--- src/hw/frame_ref_pkg.sv ---
package frame_ref_pkg;

    // ------------------------------------------------------------
    // register map
    // ------------------------------------------------------------
    localparam logic [6:0] OUT0_DELAY_MODE_CFG_OFS = 7'h11;
    localparam logic [6:0] OUT1_DELAY_OUT0_QUAD_CFG_OFS = 7'h12;
    localparam logic [6:0] OUT2_DELAY_OUT1_QUAD_CFG_OFS = 7'h13;
    localparam logic [6:0] OUT3_DELAY_OUT2_QUAD_CFG_OFS = 7'h14;
    localparam logic [6:0] LOGIC_DELAY_OUT3_QUAD_CFG_OFS = 7'h15;
    localparam logic [6:0] DELAY_SCALE_DIV_CFG_OFS = 7'h16;
    localparam int NUM_REGS = 6;
    localparam int NUM_OUTS = 5;

    localparam logic [15:0] OUT0_DELAY_MODE_CFG_RST = 16'h07F0;
    localparam logic [15:0] WEIGHT_PHASE_CFG_RST = 16'hFE00;
    localparam logic [15:0] DELAY_SCALE_DIV_CFG_RST = 16'h0800;
    // bits 15-11 of the out0 register are read-only zero
    localparam logic [15:0] OUT0_WRITE_MASK = 16'h07FF;

    // ------------------------------------------------------------
    // field positions
    // ------------------------------------------------------------
    localparam int GEN_MODE_LSB = 0;
    localparam int OUT0_PHASE_LSB = 2;
    localparam int OUT0_INPHASE_LSB = 4;
    localparam int QUAD_LSB = 0;
    localparam int PHASE_LSB = 7;
    localparam int INPHASE_LSB = 9;
    localparam int WEIGHT_W = 7;

    // ------------------------------------------------------------
    // serial port framing: rw bit, 7-bit address, 16-bit data
    // ------------------------------------------------------------
    localparam logic [4:0] SPI_HDR_LAST = 5'd7;
    localparam logic [4:0] SPI_FRAME_LAST = 5'd23;

    typedef enum logic [1:0] {
        MODE_CONTINUOUS = 2'h0,
        MODE_PULSER = 2'h1,
        MODE_REPEATER = 2'h2,
        MODE_RESERVED = 2'h3
    } gen_mode_t;

    // one-hot retimer clock choice
    typedef struct packed {
        logic inphaseInv;
        logic quadInv;
        logic inphase;
        logic quad;
    } phase_sel_t;

    typedef struct packed {
        logic [WEIGHT_W-1:0] inphaseWeight;
        logic [WEIGHT_W-1:0] quadWeight;
        phase_sel_t phaseSel;
    } delay_cfg_t;

endpackage

--- src/hw/frame_ref_delay_mode_regs.sv ---
`timescale 1ns/1ps
`default_nettype none

// Operation
// - mode code: continuous, pulser, repeater, reserved
// - continuous mode outputs divider clock after delay
// - pulser emits burst per request pulse
// - repeater passes one pulse per request
// - inphase weights seven bits, reset all ones
// - quad weights bits 6-0, reset zero
// - out0 phase: iinv, qinv, i, q
// - other phases: iinv, qinv, q, i
// - logic output has own delay generator
// - out0 register bits 15-11 read zero
// - burst count 1..15, zero reserved
module frame_ref_delay_mode_regs #(
    parameter int REF_DIV = 4
) (
    input wire logic clk,
    input wire logic rst,
    input wire logic spiSck,
    input wire logic spiCsN,
    input wire logic spiSdi,
    output logic spiSdo,
    input wire logic refRequestInput,
    input wire logic [3:0] burstPulseCount,
    input wire logic delayGenBypass,
    output logic refOut,
    output frame_ref_pkg::gen_mode_t genMode,
    output frame_ref_pkg::delay_cfg_t [frame_ref_pkg::NUM_OUTS-1:0] delayCfg
);

    // ------------------------------------------------------------
    // pin synchronisers
    // ------------------------------------------------------------
    logic [2:0] sckSync_q, csSync_q, sdiSync_q, reqSync_q;
    always_ff @(posedge clk)
    begin
        sckSync_q <= {sckSync_q[1:0], spiSck};
        csSync_q <= {csSync_q[1:0], spiCsN};
        sdiSync_q <= {sdiSync_q[1:0], spiSdi};
        reqSync_q <= {reqSync_q[1:0], refRequestInput};
    end

    logic sckRise, sckFall, csActive, reqLevel, reqRise;
    assign sckRise = sckSync_q[1] & ~sckSync_q[2];
    assign sckFall = ~sckSync_q[1] & sckSync_q[2];
    assign csActive = ~csSync_q[1];
    assign reqLevel = reqSync_q[1];
    assign reqRise = reqSync_q[1] & ~reqSync_q[2];

    // ------------------------------------------------------------
    // serial configuration port
    // ------------------------------------------------------------
    logic [15:0] regs_q [frame_ref_pkg::NUM_REGS];
    logic [22:0] shiftIn_q;
    logic [4:0] bitCnt_q;
    logic [15:0] rdShift_q;
    logic [23:0] frameWord;
    logic [7:0] hdrWord;
    logic wrStrobe;
    logic [6:0] wrAddr;

    assign frameWord = {shiftIn_q, sdiSync_q[1]};
    assign hdrWord = frameWord[7:0];
    assign wrStrobe = csActive && sckRise && bitCnt_q == frame_ref_pkg::SPI_FRAME_LAST
        && !frameWord[23];
    assign wrAddr = frameWord[22:16];

    function automatic logic [15:0] readReg(input logic [6:0] addr,
                                            input logic [15:0] r0, r1, r2, r3, r4, r5);
        logic [15:0] data;
        unique case (addr)
            frame_ref_pkg::OUT0_DELAY_MODE_CFG_OFS: data = r0;
            frame_ref_pkg::OUT1_DELAY_OUT0_QUAD_CFG_OFS: data = r1;
            frame_ref_pkg::OUT2_DELAY_OUT1_QUAD_CFG_OFS: data = r2;
            frame_ref_pkg::OUT3_DELAY_OUT2_QUAD_CFG_OFS: data = r3;
            frame_ref_pkg::LOGIC_DELAY_OUT3_QUAD_CFG_OFS: data = r4;
            frame_ref_pkg::DELAY_SCALE_DIV_CFG_OFS: data = r5;
            default: data = 16'h0000;
        endcase
        return data;
    endfunction

    always_ff @(posedge clk)
    begin
        if (rst || !csActive)
        begin
            bitCnt_q <= 5'h00;
            shiftIn_q <= 23'h000000;
        end
        else if (sckRise)
        begin
            shiftIn_q <= frameWord[22:0];
            bitCnt_q <= (bitCnt_q == frame_ref_pkg::SPI_FRAME_LAST) ? 5'h00 : bitCnt_q + 5'h01;
        end
    end

    always_ff @(posedge clk)
    begin
        if (rst)
        begin
            rdShift_q <= 16'h0000;
            spiSdo <= 1'b0;
        end
        else if (csActive && sckRise && bitCnt_q == frame_ref_pkg::SPI_HDR_LAST)
        begin
            rdShift_q <= hdrWord[7] ? readReg(hdrWord[6:0], regs_q[0], regs_q[1], regs_q[2],
                                              regs_q[3], regs_q[4], regs_q[5]) : 16'h0000;
        end
        else if (csActive && sckFall)
        begin
            spiSdo <= rdShift_q[15];
            rdShift_q <= {rdShift_q[14:0], 1'b0};
        end
    end

    // writes are stored as given except out0 bits 15-11, which are forced to zero; the weight sum is not policed
    always_ff @(posedge clk)
    begin
        if (rst)
        begin
            regs_q[0] <= frame_ref_pkg::OUT0_DELAY_MODE_CFG_RST;
            for (int k = 1; k < frame_ref_pkg::NUM_REGS - 1; k++)
                regs_q[k] <= frame_ref_pkg::WEIGHT_PHASE_CFG_RST;
            regs_q[5] <= frame_ref_pkg::DELAY_SCALE_DIV_CFG_RST;
        end
        else if (wrStrobe)
        begin
            unique case (wrAddr)
                frame_ref_pkg::OUT0_DELAY_MODE_CFG_OFS:
                    regs_q[0] <= frameWord[15:0] & frame_ref_pkg::OUT0_WRITE_MASK;
                frame_ref_pkg::OUT1_DELAY_OUT0_QUAD_CFG_OFS: regs_q[1] <= frameWord[15:0];
                frame_ref_pkg::OUT2_DELAY_OUT1_QUAD_CFG_OFS: regs_q[2] <= frameWord[15:0];
                frame_ref_pkg::OUT3_DELAY_OUT2_QUAD_CFG_OFS: regs_q[3] <= frameWord[15:0];
                frame_ref_pkg::LOGIC_DELAY_OUT3_QUAD_CFG_OFS: regs_q[4] <= frameWord[15:0];
                frame_ref_pkg::DELAY_SCALE_DIV_CFG_OFS: regs_q[5] <= frameWord[15:0];
                default: ;
            endcase
        end
    end

    // ------------------------------------------------------------
    // delay generator settings
    // ------------------------------------------------------------
    function automatic frame_ref_pkg::phase_sel_t decodePhase(input logic [1:0] code,
                                                             input logic isOut0);
        frame_ref_pkg::phase_sel_t sel;
        sel = '0;
        unique case (code)
            2'h0: sel.inphaseInv = 1'b1;
            2'h1: sel.quadInv = 1'b1;
            2'h2: if (isOut0) sel.inphase = 1'b1; else sel.quad = 1'b1;
            2'h3: if (isOut0) sel.quad = 1'b1; else sel.inphase = 1'b1;
        endcase
        return sel;
    endfunction

    for (genvar g = 0; g < frame_ref_pkg::NUM_OUTS; g++)
    begin : gen_delay
        always_ff @(posedge clk)
        begin
            if (g == 0)
            begin
                delayCfg[g].inphaseWeight <= regs_q[0][frame_ref_pkg::OUT0_INPHASE_LSB +: 7];
                delayCfg[g].phaseSel <= decodePhase(
                    regs_q[0][frame_ref_pkg::OUT0_PHASE_LSB +: 2], 1'b1);
            end
            else
            begin
                // g == 4 is the logic-clock generator
                delayCfg[g].inphaseWeight <= regs_q[g][frame_ref_pkg::INPHASE_LSB +: 7];
                delayCfg[g].phaseSel <= decodePhase(
                    regs_q[g][frame_ref_pkg::PHASE_LSB +: 2], 1'b0);
            end
            delayCfg[g].quadWeight <= regs_q[g+1][frame_ref_pkg::QUAD_LSB +: 7];
        end
    end

    always_ff @(posedge clk)
    begin
        genMode <= frame_ref_pkg::gen_mode_t'(regs_q[0][frame_ref_pkg::GEN_MODE_LSB +: 2]);
    end

    // ------------------------------------------------------------
    // reference divider and generation modes
    // ------------------------------------------------------------
    localparam int DIV_W = $clog2(REF_DIV + 1);
    localparam logic [DIV_W-1:0] DIV_LAST = DIV_W'(REF_DIV - 1);
    localparam logic [DIV_W-1:0] DIV_HALF = DIV_W'(REF_DIV / 2);
    logic [DIV_W-1:0] divCnt_q;
    logic divClk_q;
    logic [3:0] burstLeft_q;
    logic refRaw_q, refDly_q;
    frame_ref_pkg::gen_mode_t mode;
    logic pulserStart;

    assign mode = frame_ref_pkg::gen_mode_t'(regs_q[0][frame_ref_pkg::GEN_MODE_LSB +: 2]);
    assign pulserStart = mode == frame_ref_pkg::MODE_PULSER && reqRise;

    // a pulser request restarts the divider so the burst begins on a full period
    always_ff @(posedge clk)
    begin
        if (rst || pulserStart || divCnt_q == DIV_LAST)
            divCnt_q <= '0;
        else
            divCnt_q <= divCnt_q + 1'b1;
    end

    always_ff @(posedge clk)
    begin
        if (rst)
            divClk_q <= 1'b0;
        else
            divClk_q <= pulserStart ? 1'b1 : (divCnt_q == DIV_LAST || divCnt_q < DIV_HALF - 1'b1);
    end

    // zero count is reserved and yields no burst
    always_ff @(posedge clk)
    begin
        if (rst || mode != frame_ref_pkg::MODE_PULSER)
            burstLeft_q <= 4'h0;
        else if (pulserStart)
            burstLeft_q <= burstPulseCount;
        else if (divCnt_q == DIV_LAST && burstLeft_q != 4'h0)
            burstLeft_q <= burstLeft_q - 4'h1;
    end

    always_ff @(posedge clk)
    begin
        if (rst)
            refRaw_q <= 1'b0;
        else
        begin
            unique case (mode)
                frame_ref_pkg::MODE_CONTINUOUS: refRaw_q <= divClk_q;
                frame_ref_pkg::MODE_PULSER: refRaw_q <= divClk_q && burstLeft_q != 4'h0;
                frame_ref_pkg::MODE_REPEATER: refRaw_q <= reqLevel;
                frame_ref_pkg::MODE_RESERVED: refRaw_q <= 1'b0;
            endcase
        end
    end

    // the retimer stage is skipped when the delay generators are bypassed
    always_ff @(posedge clk)
    begin
        if (rst)
        begin
            refDly_q <= 1'b0;
            refOut <= 1'b0;
        end
        else
        begin
            refDly_q <= refRaw_q;
            refOut <= delayGenBypass ? refRaw_q : refDly_q;
        end
    end
endmodule
`default_nettype wire

--- config.mk ---
export PLATFORM = sky130hd
export DESIGN_NAME = frame_ref_delay_mode_regs
export DESIGN_NICKNAME = d
export VERILOG_FILES = /design/src/hw/frame_ref_pkg.sv /design/src/hw/frame_ref_delay_mode_regs.sv
export SDC_FILE = /design/constraint.sdc
export NUM_CORES = 1
export LEC_CHECK = 0
export ABC_AREA = 1
export BUFFER_PORTS_ARGS = -buffer_cell sky130_fd_sc_hd__buf_4
export CORE_UTILIZATION = 61
export DETAILED_ROUTE_END_ITERATION = 12
export GPL_TIMING_DRIVEN = 0
export PLACE_DENSITY = 0.8
export SYNTH_ARGS = -nofsm -noshare
export SYNTH_HDL_FRONTEND = slang
export SYNTH_SLANG_ARGS = --single-unit
--- constraint.sdc ---
create_clock -name clk -period 3.3 [get_ports clk]
set_input_delay 0.165 -clock clk [delete_from_list [all_inputs] [get_ports clk]]
set_output_delay 0.165 -clock clk [all_outputs]
set_load 0.01 [all_outputs]
After elaboration in Yosys (flattened, before gate mapping) --
Memories as Yosys holds them, arrays and structs flattened. Index checks and enable logic that the tools add are counted.
Word-level totals: word-level logic and storage cells 183, input bits 11, memories 1, output and inout port bits 94, RAM bits 96, bits in registers 158
Memories:
- regs_q | words 6, width 16, read ports 6, clocked after memory_dff 0, wr ports 6, RTL line frame_ref_delay_mode_regs.sv:55 | logic [15:0] regs_q [frame_ref_pkg::NUM_REGS];
Cells by class: equality and inequality tests 34, add/sub/neg operators 3, $lt $le $gt $ge 1, reductions and logical operators 24, bitwise gates (word level) 14, multiplexer cells 61
Operators by type and width (number):
- $mux 16 | 9
- $pmux 16 s6 | 1
- $eq 7x5->1 const B | 12
- $mux 1 | 46
- $eq 2x2->1 const B | 12
- $eq 2x1->1 const B | 6
- $logic_not 2->1 | 6
- $logic_and 1x1->1 | 8
- $mux 4 | 2
- $or 1x1->1 | 6
- $add 5x1->5 const B | 1
- $eq 5x3->1 const B | 1
- $eq 5x5->1 const B | 1
- $logic_or 1x1->1 | 5
- $mux 5 | 1
- $not 1->1 | 5
- $pmux 1 s4 | 1
- $pmux 2 s2 | 1
- $reduce_bool 2->1 | 2
- $reduce_bool 4->1 | 1
- $sub 4x1->4 const B | 1
- $add 3x1->3 const B | 1
- $and 1x1->1 | 3
- $eq 3x2->1 const B | 1
- other kinds (4) | 4

Longest topological paths before layout --
depth in word-level cells 9, gate-level depth with buffers 11, gate-level depth less buffers 9

Worst setup path before layout --
No wires, ideal clock.
path kind register to register, start register bitCnt_q[0], end memory regs_q[2][0], in the netlist regs_q[0][32], enable pin, data arrival time 1674 ps, buffers on the path 0, required time 2928 ps, path slack 1254 ps, cell stages (with the launch flop) 8, path through dfxtp_1 -> ha_1 -> nand2_1 -> nor2_4 -> nand2_2 -> nor3_4 -> nand2_1 -> nand2_1
RTL lines:
- start: declaration | RTL line frame_ref_delay_mode_regs.sv:57 | logic [4:0] bitCnt_q;
- start signal: assignment | RTL line frame_ref_delay_mode_regs.sv:95 | bitCnt_q <= (bitCnt_q == frame_ref_pkg::SPI_FRAME_LAST) ? 5'h00 : bitCnt_q + 5'h01;
- end: declaration | RTL line frame_ref_delay_mode_regs.sv:55

==> reports/results.ini <==
[outcome]
status=finished, final reports clean

[setup_path]
cp-startpoint=bitCnt_q[0]$_SDFFE_PP0N_
worstPathCellList=ha_1 > nand2_1 > nor2_4 > nand2_2 > nor3_4 > nand2_1 > nand2_1
r2r-end=regs_q[0][59]$_SDFFCE_PN1P_
required_ps=3430
crit_end=regs_q[0][59]$_SDFFCE_PN1P_
r2r_slack_ps=810
criticalPathCategory=flop to flop
crit_fanout=16
critPathSlowestCell=nand2_1
path_common_cell=nand2_1
reg2reg_depth=7
arrival_ps=2630
r2r-start=bitCnt_q[0]$_SDFFE_PP0N_
cp-start-kind=flop
worstSetupEndpointType=flop
cpPeakStageDelay_ps=670

[floorplan]
coreArea_sq_um=13900
die_x_um=121
dieHeight_um=121
rows=43
start_util_pct=62.6
die-area_sq_um=14700
io_pins=105

[synthesis]
synth.most_common_cell=dfxtp_1
synthArstFlopShare_pct=0
yosys_warnings=0
synthTopCellsByArea=dfxtp_1 36%, edfxtp_1 31%, nor2_1 6.3%
yosysTopAreaCell=dfxtp_1
synth_edf_count=91
synth_cell_types=30
seq_area_frac_synth_pct=67.9
synth_fp_nets=882
synth_top_area_share_pct=36.4
ys_ff_latch=249
synth_common_cells=158 x dfxtp_1, 145 x nor2_1, 138 x nand2_1, 91 x edfxtp_1, 73 x nand3_1
netlist_area_sq_um=8690
synthFlopType=dfxtp_1
syn_avg_cell_area_sq_um=10.0
synthCells=867

[clocking]
cts_root_buffer=clkbuf_16
h-tree-depth=1
clock_latency_ps=530
clock_path_buffers=3
cts.repair.resized=0
ctsHoldBuffers=9
path_clk_slew_ps=60
cts.sinks=249
cts_tree=yes
cts-buffers-inserted=24
postCtsSetupBuffers=0

[grt]
grt-ovfl-total=0
grt_first_pass_wirelength_um=32600
grt_pass1_vias=6302
antenna_found_initial=0
grt_use_total_pct=29.3
grt_max_degree=17

[detailed_routing]
vias=6677
routed_wl_um=21200
ant_nets=0
drt_iter0_drc=813
drc_errors=0
wl_per_cell_um=17.7
dr.pass1.iters=6
vias_per_cell=5.55

[cells_and_area]
n_fill_cell=924
syn_to_final_growth_pct=22.4
drive_gt1_share_pct=18.1
final_cell_area_sq_um=10600
multi_input_area_sq_um=2360
layout.nets=1020
antenna-diode-count=0
final_util_pct=76.6
seqCellArea_sq_um=5900

[place]
dp_slack_ps=830
portBuffers=103
gp_congestion=0.907
placed_area_sq_um=9690
dp_hpwl_um=14400

[timing]
setup_ws_ps=807
clock_skew_ps=24.8
tns_ps=0
min_period_over_period_pct=75.5
worst_slew_pin_slew_ps=872
max_freq_mhz=401
drv_slew=0
fin_crit_ps=2490
rsz0062_at_grt=false
setup_violations=0
finalHoldViolCount=0
slew_headroom_pct=41.7

[power_and_ir_drop]
power.total_mw=6.46
p_leak_nw=4.33
ir_drop_uv=565
power-per-cell-area_nw_per_um2=608

[run]
cap_violations=0

[min_path]
hold_path_class=input port to flop
hp-start=burstPulseCount[3]

metal layers:
layer	share of wire, %	GRT usage (%)
met3	10	5.26
met5	0	0
met4	3.9	13.0
met1	38	37.2
met2	48	48.9
final cells by class:
cell class | count | share of cell area, %
buffer | 28 | 1.27
clock buffer | 36 | 6.65
clock inverter | 8 | 1.42
inverter | 80 | 2.82
multi-input combinational | 510 | 22.2
sequential | 249 | 55.4
tap | 180 | 2.12
timing repair buffer | 112 | 8.12
layout by cell type (no fill, tap or decap):
cell type      count
o21ai_0           68
clkbuf_1          18
inv_2              8
clkbuf_8           4
nor3_1             2
clkinv_2           3
buf_1              1
nand2_1          138
nand3b_1           1
clkinv_1           1
edfxtp_1          91
nor4_1             5
a21oi_1           43
o211ai_1           1
dfxtp_1          158
nand2_2            4
nor3_2             1
buf_2             12
nand3_2            1
nor2_1           145
dlygate4sd3_1      9
o221ai_1           2
buf_4            107
nand3_1           73
nor2_2             8
bufinv_16          4
nor2_4             3
a21boi_0           1
nor3_4             1
nand3_4            3
clkinv_8           1
ha_1               4
inv_1             71
xor2_1             3
nand4_1            3
clkbuf_16         25
worst min path at each step:
stage / depth (start not counted) / end / slack [ps]
2_1_floorplan: 0 / csSync_q[0]$_DFF_P_ / 190
3_3_place_gp: 1 / reqSync_q[0]$_DFF_P_ / 270
3_5_place_dp: 1 / reqSync_q[0]$_DFF_P_ / 270
4_1_cts: 5 / burstLeft_q[3]$_SDFFE_PP0P_ / 30
5_1_grt: 5 / burstLeft_q[3]$_SDFFE_PP0P_ / 80
6_report: 5 / burstLeft_q[3]$_SDFFE_PP0P_ / 30
worst max-delay path, delay by kind of cell, from the launching register on:
kind,cells,cell delay (ps)
fa+ha+maj,1,180
simple gates,6,1570
flops,1,360
sequential cells by signal, summed over array words and instances (netlist names), 2 cells and up:
register	count
genMode	2
shiftIn_q	23
divCnt_q	3
sdiSync_q	2
rdShift_q	16
reqSync_q	3
bitCnt_q	5
regs_q	91
burstLeft_q	4
delayCfg	90
sckSync_q	3
csSync_q	2
kinds of logic (layout without fill, tap and decap cells):
| kind of cell | after synthesis | in the layout | share of synthesized area, % |
|---|---|---|---|
| xor gates and xnor gates | 3 | 3 | 0.302 |
| adders and majority gates | 4 | 4 | 0.576 |
| and+or+nand+nor | 388 | 388 | 19.5 |
| AOI/OAI and AO/OA | 115 | 115 | 6.77 |
| DFF | 249 | 249 | 67.9 |
| buffers and inverters | 108 | 264 | 5.01 |
where the power goes:
| part | internal [mW] | leakage, nW | switching, mW | total (mW) |
|---|---|---|---|---|
| sequential | 3.26 | 2.11 | 0.0416 | 3.30 |
| combinational | 0.0820 | 1.80 | 0.159 | 0.241 |
| clock | 1.80 | 0.420 | 1.12 | 2.92 |
| total | 5.14 | 4.33 | 1.32 | 6.46 |
metrics by stage:
step	hold slack, ps	instances
detailed placement	270	1150
finish	34.8	1203
global route	79.9	1203
global placement	270	1150
floorplan	193	867
CTS	30.4	1203
(Power assumes the default switching activity.)
